<file path="config.mk">
export PLATFORM = sky130hd
export DESIGN_NAME = dqtc_term_ctrl
export DESIGN_NICKNAME = d
export VERILOG_FILES = /design/src/rtl/dqtc_term_ctrl.v
export VERILOG_INCLUDE_DIRS = /design/src /design/src/rtl
export SDC_FILE = /design/constraint.sdc
export NUM_CORES = 1
export LEC_CHECK = 0
export BUFFER_PORTS_ARGS = -buffer_cell sky130_fd_sc_hd__buf_2
export CAP_MARGIN = 10
export CORE_MARGIN = 3
export CORE_UTILIZATION = 54
export DETAILED_ROUTE_END_ITERATION = 8
export PLACE_DENSITY = 0.86
export SLEW_MARGIN = 0
export SYNTH_ARGS = -nofsm -noshare
export SYNTH_HDL_FRONTEND = slang
export SYNTH_SLANG_ARGS = --single-unit
</file>
<file path="constraint.sdc">
create_clock -name ref_clk -period 5.3 [get_ports ref_clk]
set_input_delay 1.06 -clock ref_clk [delete_from_list [all_inputs] [get_ports ref_clk]]
set_output_delay 1.06 -clock ref_clk [all_outputs]
set_load 0.01 [all_outputs]
</file>
<file path="src/rtl/dqtc_regs.vh">
/*
 Constants for the data-line termination timing block:
 register offsets, field positions, reset values and latency counts.
 Assumes a byte-addressed plain register port with 32-bit data.
*/
// Overview of operation
// - Termination enabled but no write in progress keeps data lines at high impedance.
// - WRITE-1, MASK WRITE-1 or MPC write-FIFO arms termination automatically, no pin.
// - After the write burst ends, termination returns to high impedance automatically.
// - Turn-on latency counts clock cycles from the CAS-2 command of the write.
// - Turn-on window starts no earlier than its minimum, fully on by its maximum.
// - Turn-off latency counts clock cycles from the same CAS-2 command.
// - Turn-off window begins no earlier than its minimum, high impedance by maximum.
// - Set A latencies run 4/20 up to 8/28; undefined at or below 800 MHz.
// - Set B latencies run 6/22 up to 24/44; undefined at or below 533 MHz.
// - Table turn-off latencies suit 16-beat bursts; 32-beat bursts add eight cycles.
// - Power-down keeps data-line termination off whatever the mode setting.
// - Self refresh: off while clock-enable low, on if high and enabled.
// - Write leveling with termination enabled terminates strobes continuously; disabled leaves them open.
// - Write leveling keeps all data and mask lines unterminated.
// - Termination field zero means disabled; any non-zero code enables it.
// - Codes 001b to 110b select reference resistor divided by one to six.
`ifndef DQTC_REGS_VH
`define DQTC_REGS_VH

// ************************************************************
// Register offsets
// ************************************************************
`define DQTC_OFS_MODE 8'h00
`define DQTC_OFS_CFG 8'h04
`define DQTC_OFS_STAT 8'h08

// ************************************************************
// Fields
// ************************************************************
`define DQTC_MODE_CODE_MSB 2
`define DQTC_CFG_SETB_BIT 0
`define DQTC_CFG_BIN_LSB 1
`define DQTC_CFG_BIN_MSB 3
`define DQTC_CFG_BL32_BIT 4
`define DQTC_CFG_WLEV_BIT 5
`define DQTC_CFG_MSB 5

// ************************************************************
// Reset values
// ************************************************************
`define DQTC_MODE_RST 3'h0
`define DQTC_CFG_RST 6'h00

// ************************************************************
// Latency counts in cycles
// ************************************************************
`define DQTC_BL32_EXTRA 6'h08
`define DQTC_A_ON_3 6'h04
`define DQTC_A_ON_4 6'h04
`define DQTC_A_ON_5 6'h06
`define DQTC_A_ON_6 6'h06
`define DQTC_A_ON_7 6'h08
`define DQTC_A_OFF_3 6'h14
`define DQTC_A_OFF_4 6'h16
`define DQTC_A_OFF_5 6'h18
`define DQTC_A_OFF_6 6'h1a
`define DQTC_A_OFF_7 6'h1c
`define DQTC_B_ON_2 6'h06
`define DQTC_B_ON_3 6'h0c
`define DQTC_B_ON_4 6'h0e
`define DQTC_B_ON_5 6'h12
`define DQTC_B_ON_6 6'h14
`define DQTC_B_ON_7 6'h18
`define DQTC_B_OFF_2 6'h16
`define DQTC_B_OFF_3 6'h1c
`define DQTC_B_OFF_4 6'h20
`define DQTC_B_OFF_5 6'h24
`define DQTC_B_OFF_6 6'h28
`define DQTC_B_OFF_7 6'h2c

`endif

</file>
<file path="src/rtl/dqtc_term_ctrl.v">
/*
 Data-line termination timing control of a low-power DDR device.
 Assumes the command decoder on ref_clk gives one-cycle command
 strobes; clock-enable arrives from a pin and is synchronised here.
*/
`timescale 1ns/1ps
`include "dqtc_regs.vh"

module dqtc_term_ctrl (
    ref_clk,
    reset,
    reg_addr,
    reg_wdata,
    reg_wr,
    reg_rd,
    reg_rdata,
    cmd_write1,
    cmd_mask_write1,
    cmd_mpc_wr_fifo,
    cmd_cas2,
    power_down,
    self_refresh,
    cke_pin,
    dq_term_en,
    dqs_term_en,
    term_resistance_value
);
    input wire ref_clk;
    input wire reset;
    input wire [7:0] reg_addr;
    input wire [31:0] reg_wdata;
    input wire reg_wr;
    input wire reg_rd;
    output reg [31:0] reg_rdata;
    input wire cmd_write1;
    input wire cmd_mask_write1;
    input wire cmd_mpc_wr_fifo;
    input wire cmd_cas2;
    input wire power_down;
    input wire self_refresh;
    input wire cke_pin;
    output reg dq_term_en;
    output reg dqs_term_en;
    output reg [2:0] term_resistance_value;

    // ************************************************************
    // Window states
    // ************************************************************
    localparam [2:0] ST_IDLE = 3'h1;
    localparam [2:0] ST_WAIT_ON = 3'h2;
    localparam [2:0] ST_ON = 3'h4;

    // ************************************************************
    // Latency lookup
    // ************************************************************
    // Returns {valid, on latency, off latency}; bins below the
    // table floor answer invalid so no window is ever opened.
    function [12:0] lat_lookup;
        input setb;
        input [2:0] bin;
        begin
            lat_lookup = 13'h0000;
            case ({setb, bin})
                4'h3: lat_lookup = {1'b1, `DQTC_A_ON_3, `DQTC_A_OFF_3};
                4'h4: lat_lookup = {1'b1, `DQTC_A_ON_4, `DQTC_A_OFF_4};
                4'h5: lat_lookup = {1'b1, `DQTC_A_ON_5, `DQTC_A_OFF_5};
                4'h6: lat_lookup = {1'b1, `DQTC_A_ON_6, `DQTC_A_OFF_6};
                4'h7: lat_lookup = {1'b1, `DQTC_A_ON_7, `DQTC_A_OFF_7};
                4'ha: lat_lookup = {1'b1, `DQTC_B_ON_2, `DQTC_B_OFF_2};
                4'hb: lat_lookup = {1'b1, `DQTC_B_ON_3, `DQTC_B_OFF_3};
                4'hc: lat_lookup = {1'b1, `DQTC_B_ON_4, `DQTC_B_OFF_4};
                4'hd: lat_lookup = {1'b1, `DQTC_B_ON_5, `DQTC_B_OFF_5};
                4'he: lat_lookup = {1'b1, `DQTC_B_ON_6, `DQTC_B_OFF_6};
                4'hf: lat_lookup = {1'b1, `DQTC_B_ON_7, `DQTC_B_OFF_7};
                default: lat_lookup = 13'h0000;
            endcase
        end
    endfunction

    // ************************************************************
    // Registers
    // ************************************************************
    reg [2:0] mode_ff;
    reg [`DQTC_CFG_MSB:0] cfg_ff;
    reg cke_meta_ff;
    reg cke_sync_ff;
    reg pend_ff;
    reg nxt_pend;
    reg [2:0] state_ff;
    reg [2:0] nxt_state;
    reg [5:0] on_cnt_ff;
    reg [5:0] nxt_on_cnt;
    reg [5:0] off_cnt_ff;
    reg [5:0] nxt_off_cnt;
    reg nxt_dq_term;
    reg nxt_dqs_term;
    reg [31:0] nxt_rdata;

    wire [12:0] lat;
    wire lat_valid;
    wire [5:0] on_lat;
    wire [5:0] off_lat;
    wire term_enabled;
    wire wr_cmd;
    wire start;
    wire win_on;
    wire wlev;

    assign lat = lat_lookup(cfg_ff[`DQTC_CFG_SETB_BIT],
                            cfg_ff[`DQTC_CFG_BIN_MSB:`DQTC_CFG_BIN_LSB]);
    assign lat_valid = lat[12];
    assign on_lat = lat[11:6];
    assign off_lat = cfg_ff[`DQTC_CFG_BL32_BIT] ? lat[5:0] + `DQTC_BL32_EXTRA : lat[5:0];
    assign term_enabled = (mode_ff != 3'h0);
    assign wlev = cfg_ff[`DQTC_CFG_WLEV_BIT];
    assign wr_cmd = cmd_write1 | cmd_mask_write1 | cmd_mpc_wr_fifo;
    assign start = cmd_cas2 & (pend_ff | wr_cmd) & lat_valid & term_enabled;
    assign win_on = (state_ff == ST_ON);

    // ************************************************************
    // Register port and clock-enable synchroniser
    // ************************************************************
    always @(posedge ref_clk or posedge reset) begin
        if (reset) begin
            mode_ff <= `DQTC_MODE_RST;
            cfg_ff <= `DQTC_CFG_RST;
            cke_meta_ff <= 1'b0;
            cke_sync_ff <= 1'b0;
        end else begin
            cke_meta_ff <= cke_pin;
            cke_sync_ff <= cke_meta_ff;
            if (reg_wr && reg_addr == `DQTC_OFS_MODE) begin
                mode_ff <= reg_wdata[`DQTC_MODE_CODE_MSB:0];
            end
            if (reg_wr && reg_addr == `DQTC_OFS_CFG) begin
                cfg_ff <= reg_wdata[`DQTC_CFG_MSB:0];
            end
        end
    end

    always @* begin
        nxt_rdata = 32'h0000_0000;
        if (reg_rd) begin
            case (reg_addr)
                `DQTC_OFS_MODE: nxt_rdata = {29'h0, mode_ff};
                `DQTC_OFS_CFG: nxt_rdata = {26'h0, cfg_ff};
                `DQTC_OFS_STAT: nxt_rdata = {27'h0, cke_sync_ff, lat_valid,
                                             dqs_term_en, dq_term_en, win_on};
                default: nxt_rdata = 32'h0000_0000;
            endcase
        end
    end

    // ************************************************************
    // Write window sequencer
    // ************************************************************
    // A later CAS-2 during an open window restarts the off count,
    // so back-to-back writes keep termination on without a gap.
    always @* begin
        nxt_state = state_ff;
        nxt_on_cnt = on_cnt_ff;
        nxt_off_cnt = off_cnt_ff;
        nxt_pend = pend_ff;
        if (wr_cmd) begin
            nxt_pend = 1'b1;
        end
        if (cmd_cas2) begin
            nxt_pend = 1'b0;
        end
        case (state_ff)
            ST_IDLE: begin
                if (start) begin
                    nxt_on_cnt = on_lat;
                    nxt_off_cnt = off_lat;
                    nxt_state = ST_WAIT_ON;
                end
            end
            ST_WAIT_ON: begin
                nxt_off_cnt = off_cnt_ff - 6'h01;
                if (on_cnt_ff == 6'h01) begin
                    nxt_state = ST_ON;
                end else begin
                    nxt_on_cnt = on_cnt_ff - 6'h01;
                end
                if (start) begin
                    nxt_off_cnt = off_lat;
                end
            end
            ST_ON: begin
                if (start) begin
                    nxt_off_cnt = off_lat;
                end else if (off_cnt_ff == 6'h01) begin
                    nxt_state = ST_IDLE;
                end else begin
                    nxt_off_cnt = off_cnt_ff - 6'h01;
                end
            end
            default: nxt_state = ST_IDLE;
        endcase
        // Dropping the enable mid-window closes it at once
        if (!term_enabled) begin
            nxt_state = ST_IDLE;
        end
    end

    // ************************************************************
    // Pin-facing termination decision
    // ************************************************************
    always @* begin
        nxt_dq_term = term_enabled & win_on;
        nxt_dqs_term = term_enabled & win_on;
        if (wlev) begin
            nxt_dq_term = 1'b0;
            nxt_dqs_term = term_enabled;
        end else if (power_down) begin
            nxt_dq_term = 1'b0;
            nxt_dqs_term = 1'b0;
        end else if (self_refresh) begin
            nxt_dq_term = cke_sync_ff & term_enabled;
            nxt_dqs_term = cke_sync_ff & term_enabled;
        end
    end

    // ************************************************************
    // State and output flops
    // ************************************************************
    always @(posedge ref_clk or posedge reset) begin
        if (reset) begin
            state_ff <= ST_IDLE;
            on_cnt_ff <= 6'h00;
            off_cnt_ff <= 6'h00;
            pend_ff <= 1'b0;
            dq_term_en <= 1'b0;
            dqs_term_en <= 1'b0;
            term_resistance_value <= 3'h0;
            reg_rdata <= 32'h0000_0000;
        end else begin
            state_ff <= nxt_state;
            on_cnt_ff <= nxt_on_cnt;
            off_cnt_ff <= nxt_off_cnt;
            pend_ff <= nxt_pend;
            dq_term_en <= nxt_dq_term;
            dqs_term_en <= nxt_dqs_term;
            term_resistance_value <= mode_ff;
            reg_rdata <= nxt_rdata;
        end
    end

endmodule

</file>
==> load_flow_metrics.sql, run 1 <==
INSERT INTO impl_metrics (metric_group, metric, value, unit) VALUES
('yosys', 'ys_dominant_reg_cell', 'dfrtp_1', ''),
('floorplanning', 'start_util', '58.7', '%'),
('drt', 'routed_len_inst', '13.9', 'µm'),
('pwr', 'power.sequential.fraction', '46.1', '%'),
('setup_path', 'worstPathMaxFanout', '6', ''),
('placement', 'post-place-ws', '2610', 'ps'),
('yosys', 'post_synth_top_area_cell', 'dfrtp_1', ''),
('pwr', 'report.power.total', '0.702', 'mW'),
('global_routing', 'globalRouteTotalUtil', '18.0', '%'),
('setup_path', 'worst_setup_path_startpoint', 'reg_addr[5]', ''),
('setup_path', 'criticalPathCategory', 'input pin to flop', ''),
('yosys', 'synth_seq_cells', '38', ''),
('pwr', 'clock_power_share', '42.5', '%'),
('global_routing', 'grt_pass1_wl', '7540', 'µm'),
('flow_run', 'reported_max_cap_violation_count', '0', ''),
('setup_path', 'path_cells', 'buf_2 > or4_1 > nor3_1 > nand3_2 > mux2_2', ''),
('sta', 'timing.slew.headroom', '65.3', '%'),
('yosys', 'count_of_flip_flops_with_a_built_in_enable_after_synthesis', '0', ''),
('cts', 'cts_made_buffers', '5', ''),
('drt', 'routed_wirelength', '4580', 'µm'),
('placement', 'dp.final_hpwl', '3430', 'µm'),
('pwr', 'vdd.ir_drop.worst', '0.000146', 'V'),
('sta', 'final_max_slew_viol_count', '0', ''),
('cts', 'cts.reportedPaths.clkPinSlew', '80', 'ps'),
('pwr', 'p_leak', '1.29', 'nW'),
('yosys', 'post_synth_instance_area', '2450', 'µm²'),
('floorplanning', 'placement_rows', '23', ''),
('floorplanning', 'io_pins', '88', ''),
('yosys', 'yosysWarnings', '0', ''),
('setup_path', 'crit_slowest_cell', 'or4_1', ''),
('yosys', 'yosysSeqAreaShare', '38.9', '%'),
('cts', 'post-cts-setup-buffer-count', '0', ''),
('pwr', 'intPower', '0.527', 'mW'),
('setup_path', 'cp-end-kind', 'flop', ''),
('sta', 'max_freq', '421', 'MHz'),
('floorplanning', 'die_h', '73.4', 'µm'),
('floorplanning', 'core-area', '4170', 'µm²'),
('yosys', 'synth_area_leaders', 'dfrtp_1 38%, buf_4 8.3%, ha_1 4.6%, mux2_2 4.6%, mux2i_1 4.5%', ''),
('drt', 'first_pass_iters', '4', ''),
('setup_path', 'cp_num_buf_inv', '1', ''),
('sta', 'worst_clock_skew', '6.32', 'ps'),
('pwr', 'share_of_total_power_consumed_by_net_switching', '24.9', '%'),
('floorplanning', 'die_area', '5380', 'µm²'),
('finish', 'area_growth_syn_to_layout', '9.50', '%'),
('yosys', 'ys_types', '59', ''),
('cts', 'clk_latency', '300', 'ps'),
('finish', 'layout-drive-gt1-share', '25.4', '%'),
('sta', 'post-route-worst-setup-slack', '2920', 'ps'),
('setup_path', 'worst-endpoint-required', '5490', 'ps'),
('sta', 'setup_viol_count_final', '0', ''),
('cts', 'cts_num_sinks', '38', ''),
('global_routing', 'globalRoute.totalOverflow', '0', ''),
('sta', 'rsz_0062_raised_after_global_routing', 'no', ''),
('finish', 'n_fill_cell', '333', ''),
('yosys', 'postSynthAreaPerCell', '10.0', 'µm²'),
('finish', 'antennaDiodeCount', '0', ''),
('global_routing', 'grt_pass1_vias', '1678', ''),
('pwr', 'power_switching', '0.175', 'mW'),
('setup_path', 'critPathArrivalTime', '2560', 'ps'),
('setup_path', 'cpPeakStageDelay', '520', 'ps'),
('setup_path', 'worstSetupStartpointType', 'input pin', ''),
('placement', 'placement.io_buffers', '35', ''),
('cts', 'cts_resized', '0', ''),
('yosys', 'post_synth_inst_count', '244', ''),
('cts', 'clock_tree_from_tritoncts', 'yes', ''),
('sta', 'tightestPinTransition', '521', 'ps'),
('run_status', 'outcome', 'complete, no violations', ''),
('cts', 'ctsHoldBuffers', '0', ''),
('global_routing', 'grt_max_degree', '39', ''),
('drt', 'antenna_violating_nets_post_route', '0', ''),
('setup_path', 'crit_family', 'simple AND/OR/NAND/NOR gates', '');
## metal layers
| metal | vias to the layer above | global-route usage [%] | part of all wire [%] |
|---|---|---|---|
| met2 | 70 | 30.5 | 48 |
| met3 | 10 | 2.87 | 6.5 |
| met1 | 846 | 23.8 | 44 |
| met5 | - | 0 | 0 |
| li1 | 880 | - | - |
| met4 | 0 | 5.43 | 2.1 |
## synth_stat cells, drive strengths merged (3+ instances only)
master  number
or3          3
o22ai        3
a211oi       3
nor2        23
nor2b        3
o21ai        6
ha           9
dfrtp       37
a21o         4
nand2b       5
inv         12
buf         29
mux2        11
clkbuf       5
nand2       16
mux2i       13
a21oi       12
nor3         7
nand3        5
a32oi        3
or2          3
## logic make-up after synthesis
family / count (synthesis) / synth area share (%)
multiplexers: 24 / 11.2
AO/OA/AOI/OAI: 50 / 16.8
AND/OR/NAND/NOR: 73 / 15.6
XOR/XNOR: 3 / 1.07
adder cells (fa/ha/maj): 9 / 4.60
other: 1 / 0.153
flip-flops: 38 / 38.9
buffers and inverters: 46 / 11.8
## layout by cell type, fill, tap and decap left out, types with 5 or more instances in the layout
master	instances
ha_1	9
nor3_1	6
o21ai_0	5
nand2_1	15
nand2b_1	5
dfrtp_1	37
mux2_2	10
nor2_1	23
mux2i_1	11
inv_1	12
buf_2	35
conb_1	26
a21oi_1	12
clkbuf_8	5
## power by group through the flow
stage | sequential [mW] | combinational [mW] | clock (mW)
finish | 0.324 | 0.0795 | 0.299
global route | 0.327 | 0.0893 | 0.314
CTS | 0.323 | 0.0797 | 0.305
detailed placement | 0.329 | 0.0792 | 0
global placement | 0.328 | 0.0775 | 0
floorplan | 0.323 | 0.0748 | 0
## per-stage QoR
step / instance area (µm²) / utilization, % / hold slack (ps) / instances
floorplan: 2540 / - / 331 / 269
global placement: 2540 / 61.0 / 332 / 321
detailed placement: 2540 / 61.0 / 335 / 321
CTS: 2680 / 64.3 / 353 / 329
global route: 2680 / 64.3 / 364 / 329
finish: 2680 / 64.3 / 351 / 329
## worst paths after layout
check,end,depth (start not counted)
hold reg to reg,cke_sync_ff$_DFF_PP0_,0
hold / removal,cke_sync_ff$_DFF_PP0_,0
max in group asynchronous,state_ff[0]$_DFFE_PP1P_,3
min in group asynchronous,pend_ff$_DFFE_PP0P_,3
setup / recovery,cfg_ff[3]$_DFFE_PP0P_,5
setup reg to reg,off_cnt_ff[1]$_DFFE_PP0P_,6
## registers in the layout, indices dropped and copies added (netlist names)
signal	cells
cfg_ff	6
pend_ff	1
on_cnt_ff	6
mode_ff	3
cke_meta_ff	1
state_ff	3
term_resistance_value	3
off_cnt_ff	6
dqs_term_en	1
reg_rdata	6
cke_sync_ff	1
dq_term_en	1
## layout make-up
class	count	area (µm²)	share of cell area, %
multi-input cells	185	1300	48.6
flip-flops and latches	38	952	35.5
repair buffers	36	183	6.81
clock buffers	5	68.8	2.57
clock inverters	3	68.8	2.57
well taps	50	62.6	2.33
inverters	12	45.0	1.68
Note: power is estimated with default switching activity, not from simulation.
==> run 2: changes to the inputs <==
- CORE_UTILIZATION: 54 -> 45
- PLACE_DENSITY: 0.86 -> 0.76
- clock period: 5.3 -> 1.95 ns (I/O delays scaled with it)
==> run 2 against run 1 <==
Effect of this change: non-clock buffer count is 14 higher; sequential share of layout area is 1.7 points lower; clock skew is 2.4 ps higher; die area is 18% higher; global-route usage is 1.4 points lower; power grew to 2.6 times the previous value; critical endpoint is now off_cnt_ff[0]$_DFFE_PP0P_; largest cell class unchanged; highest routed layer unchanged.
==> load_flow_metrics.sql, run 2 (synthesis results as in run 1) <==
INSERT INTO impl_metrics (metric_group, metric, value, unit) VALUES
('run_status', 'outcome', 'complete, no violations', ''),
('sta', 'rsz_0062_raised_after_global_routing', 'no', ''),
('pwr', 'vdd.ir_drop.worst', '0.000339', 'V'),
('finish', 'multi_input_comb_area', '1340', 'µm²'),
('sta', 'worst_clock_skew', '8.73', 'ps'),
('sta', 'setup_viol_count_final', '0', ''),
('pwr', 'intPower', '1.34', 'mW'),
('global_routing', 'grt_pass1_wl', '8250', 'µm'),
('placement', 'dp.final_hpwl', '3760', 'µm'),
('setup_path', 'critPathArrivalTime', '2010', 'ps'),
('drt', 'first_pass_iters', '4', ''),
('drt', 'via_count', '1859', ''),
('finish', 'layoutNonFillerInstCount', '362', ''),
('finish', 'layout-drive-gt1-share', '30.8', '%'),
('setup_path', 'criticalPathCategory', 'flop to flop', ''),
('placement', 'dp_cells', '354', ''),
('finish', 'mostFrequentLayoutCell', 'dfrtp_1', ''),
('cts', 'cts.reportedPaths.clkPinSlew', '80', 'ps'),
('pwr', 'power.sequential.fraction', '48.3', '%'),
('pwr', 'share_of_total_power_consumed_by_net_switching', '25.7', '%'),
('cts', 'clk_latency', '290', 'ps'),
('setup_path', 'crit_slowest_cell', 'dfrtp_1', ''),
('global_routing', 'grt_pass1_vias', '1743', ''),
('sta', 'number_of_hold_slack_violations_in_the_final_timing_report', '0', ''),
('pwr', 'powerDensity', '640', 'nW/µm²'),
('setup_path', 'cp_num_buf_inv', '0', ''),
('placement', 'globalplace.congestion', '0.828', ''),
('cts', 'cts_made_buffers', '5', ''),
('cts', 'clk_root_buf', 'clkbuf_8', ''),
('floorplanning', 'io_pins', '88', ''),
('finish', 'final_cell_mix', '36 x dfrtp_1, 35 x buf_2, 26 x conb_1, 22 x nor2_1', ''),
('flow_run', 'reported_max_cap_violation_count', '0', ''),
('sta', 'post-route-worst-setup-slack', '123', 'ps'),
('pwr', 'comb_power_share', '13.5', '%'),
('global_routing', 'globalRoute.totalOverflow', '0', ''),
('drt', 'remaining_design_rule_violation_count', '0', ''),
('floorplanning', 'die_h', '79.8', 'µm'),
('setup_path', 'path_cells', 'ha_2 > mux2i_4 > a211oi_4 > o21ai_2 > nand3_4 > mux2_2', ''),
('floorplanning', 'placement_rows', '26', ''),
('placement', 'post-place-ws', '0.496', 'ps'),
('sta', 'min_period', '1830', 'ps'),
('finish', 'area_growth_syn_to_layout', '15.2', '%'),
('sta', 'tns', '0', 'ps'),
('floorplanning', 'start_util', '47.4', '%'),
('drt', 'antenna_violating_nets_post_route', '0', ''),
('global_routing', 'antenna_violations_before_repair', '0', ''),
('sta', 'max_freq', '547', 'MHz'),
('sta', 'final_max_slew_viol_count', '0', ''),
('finish', 'n_fill_cell', '466', ''),
('finish', 'antennaDiodeCount', '0', ''),
('setup_path', 'worst_r2r_startpoint', 'cfg_ff[1]$_DFFE_PP0P_', ''),
('setup_path', 'cp-end-kind', 'flop', ''),
('setup_path', 'worstSetupStartpointType', 'flop', ''),
('setup_path', 'crit_family', 'multiplexers', ''),
('pwr', 'power_switching', '0.464', 'mW'),
('cts', 'htree_depth', '2', ''),
('placement', 'placement.io_buffers', '35', ''),
('cts', 'clock_tree_from_tritoncts', 'yes', ''),
('pwr', 'p_leak', '1.35', 'nW'),
('setup_path', 'worstPathMaxFanout', '6', ''),
('setup_path', 'worst_setup_path_startpoint', 'cfg_ff[1]$_DFFE_PP0P_', ''),
('floorplanning', 'core-area', '5170', 'µm²'),
('setup_path', 'worst-endpoint-required', '2130', 'ps'),
('placement', 'post_dp_cell_area', '2670', 'µm²'),
('drt', 'vias_per_cell', '5.14', ''),
('global_routing', 'globalRouteTotalUtil', '16.7', '%'),
('finish', 'finish.instance_area', '2820', 'µm²'),
('drt', 'routed_wirelength', '4900', 'µm'),
('setup_path', 'cpPeakStageDelay', '380', 'ps'),
('min_path', 'hp-class', 'input pin to asynchronous set/reset pin', ''),
('floorplanning', 'die_x', '79.8', 'µm'),
('cts', 'cts.path.max_buffers', '2', ''),
('floorplanning', 'die_area', '6370', 'µm²'),
('sta', 'part_of_the_cycle_the_worst_path_needs', '93.7', '%'),
('drt', 'drt_iter0_markers', '124', ''),
('finish', 'flip_flop_and_latch_area', '953', 'µm²'),
('finish', 'design.final.nets', '352', ''),
('drt', 'routed_len_inst', '13.5', 'µm'),
('cts', 'cts_num_sinks', '38', ''),
('global_routing', 'grt_max_degree', '39', ''),
('pwr', 'clock_power_share', '38.2', '%');
## run 2: cell count changes in the layout (fill, tap and decap cells not counted), sizes merged
cell,delta
clkinv,-1
clkbuf,+1
bufinv,-1
buf,+14
## run 2: repair_timing
action,4_1_cts,5_1_grt
setup buffers,0,1
gates resized for setup,0,8
hold buffers,0,0
setup endpoints to repair,0,8
## run 2: worst min-delay path, stage by stage
cell and delay [ps]:
buf_2 100, inv_1 40, buf_4 410
## run 2: path summary, 6_finish.rpt
| kind | slack, ps | cells after the start | end |
|---|---|---|---|
| setup / recovery | 120 | 6 | off_cnt_ff[0]$_DFFE_PP0P_ |
| hold / removal | 200 | 3 | state_ff[2]$_DFFE_PP0P_ |
| setup reg to reg | 120 | 6 | off_cnt_ff[0]$_DFFE_PP0P_ |
| hold reg to reg | 350 | 0 | cke_sync_ff$_DFF_PP0_ |
| max in group asynchronous | 1390 | 3 | cfg_ff[0]$_DFFE_PP0P_ |
| min in group ref_clk | 200 | 1 | cke_meta_ff$_DFF_PP0_ |
## run 2: layer usage
layer  global-route usage [%]  vias up  share of wire, %
met4                     5.91        0               1.2
met1                     23.1      894                46
met5                        0        -                 0
met3                     3.50        6               5.2
met2                     25.8       60                48
li1                         -      899                 -
## run 2: stage by stage
stage          hold slack [ps]  utilization [%]  power, mW
2_1_floorplan              331                -       1.08
3_3_place_gp               332             51.6       1.12
3_5_place_dp               337             51.6       1.13
4_1_cts                    200             53.7       1.81
5_1_grt                    189             54.6       1.90
6_report                   201             54.6       1.81
## run 2: power by group through the flow
stage	sequential, mW	combinational, mW	clock [mW]
after CTS	0.873	0.240	0.701
final	0.874	0.244	0.690
after global placement	0.886	0.233	0
after floorplan	0.879	0.203	0
after detailed placement	0.889	0.239	0
after global routing	0.881	0.276	0.738
## run 2: final cells by class
type	count	share of cell area (%)
Clock buffer	6	2.93
Clock inverter	1	1.06
Inverter	12	1.60
Multi-Input combinational cell	185	47.3
Sequential cell	38	33.8
Tap cell	70	3.10
Timing Repair Buffer	50	10.2
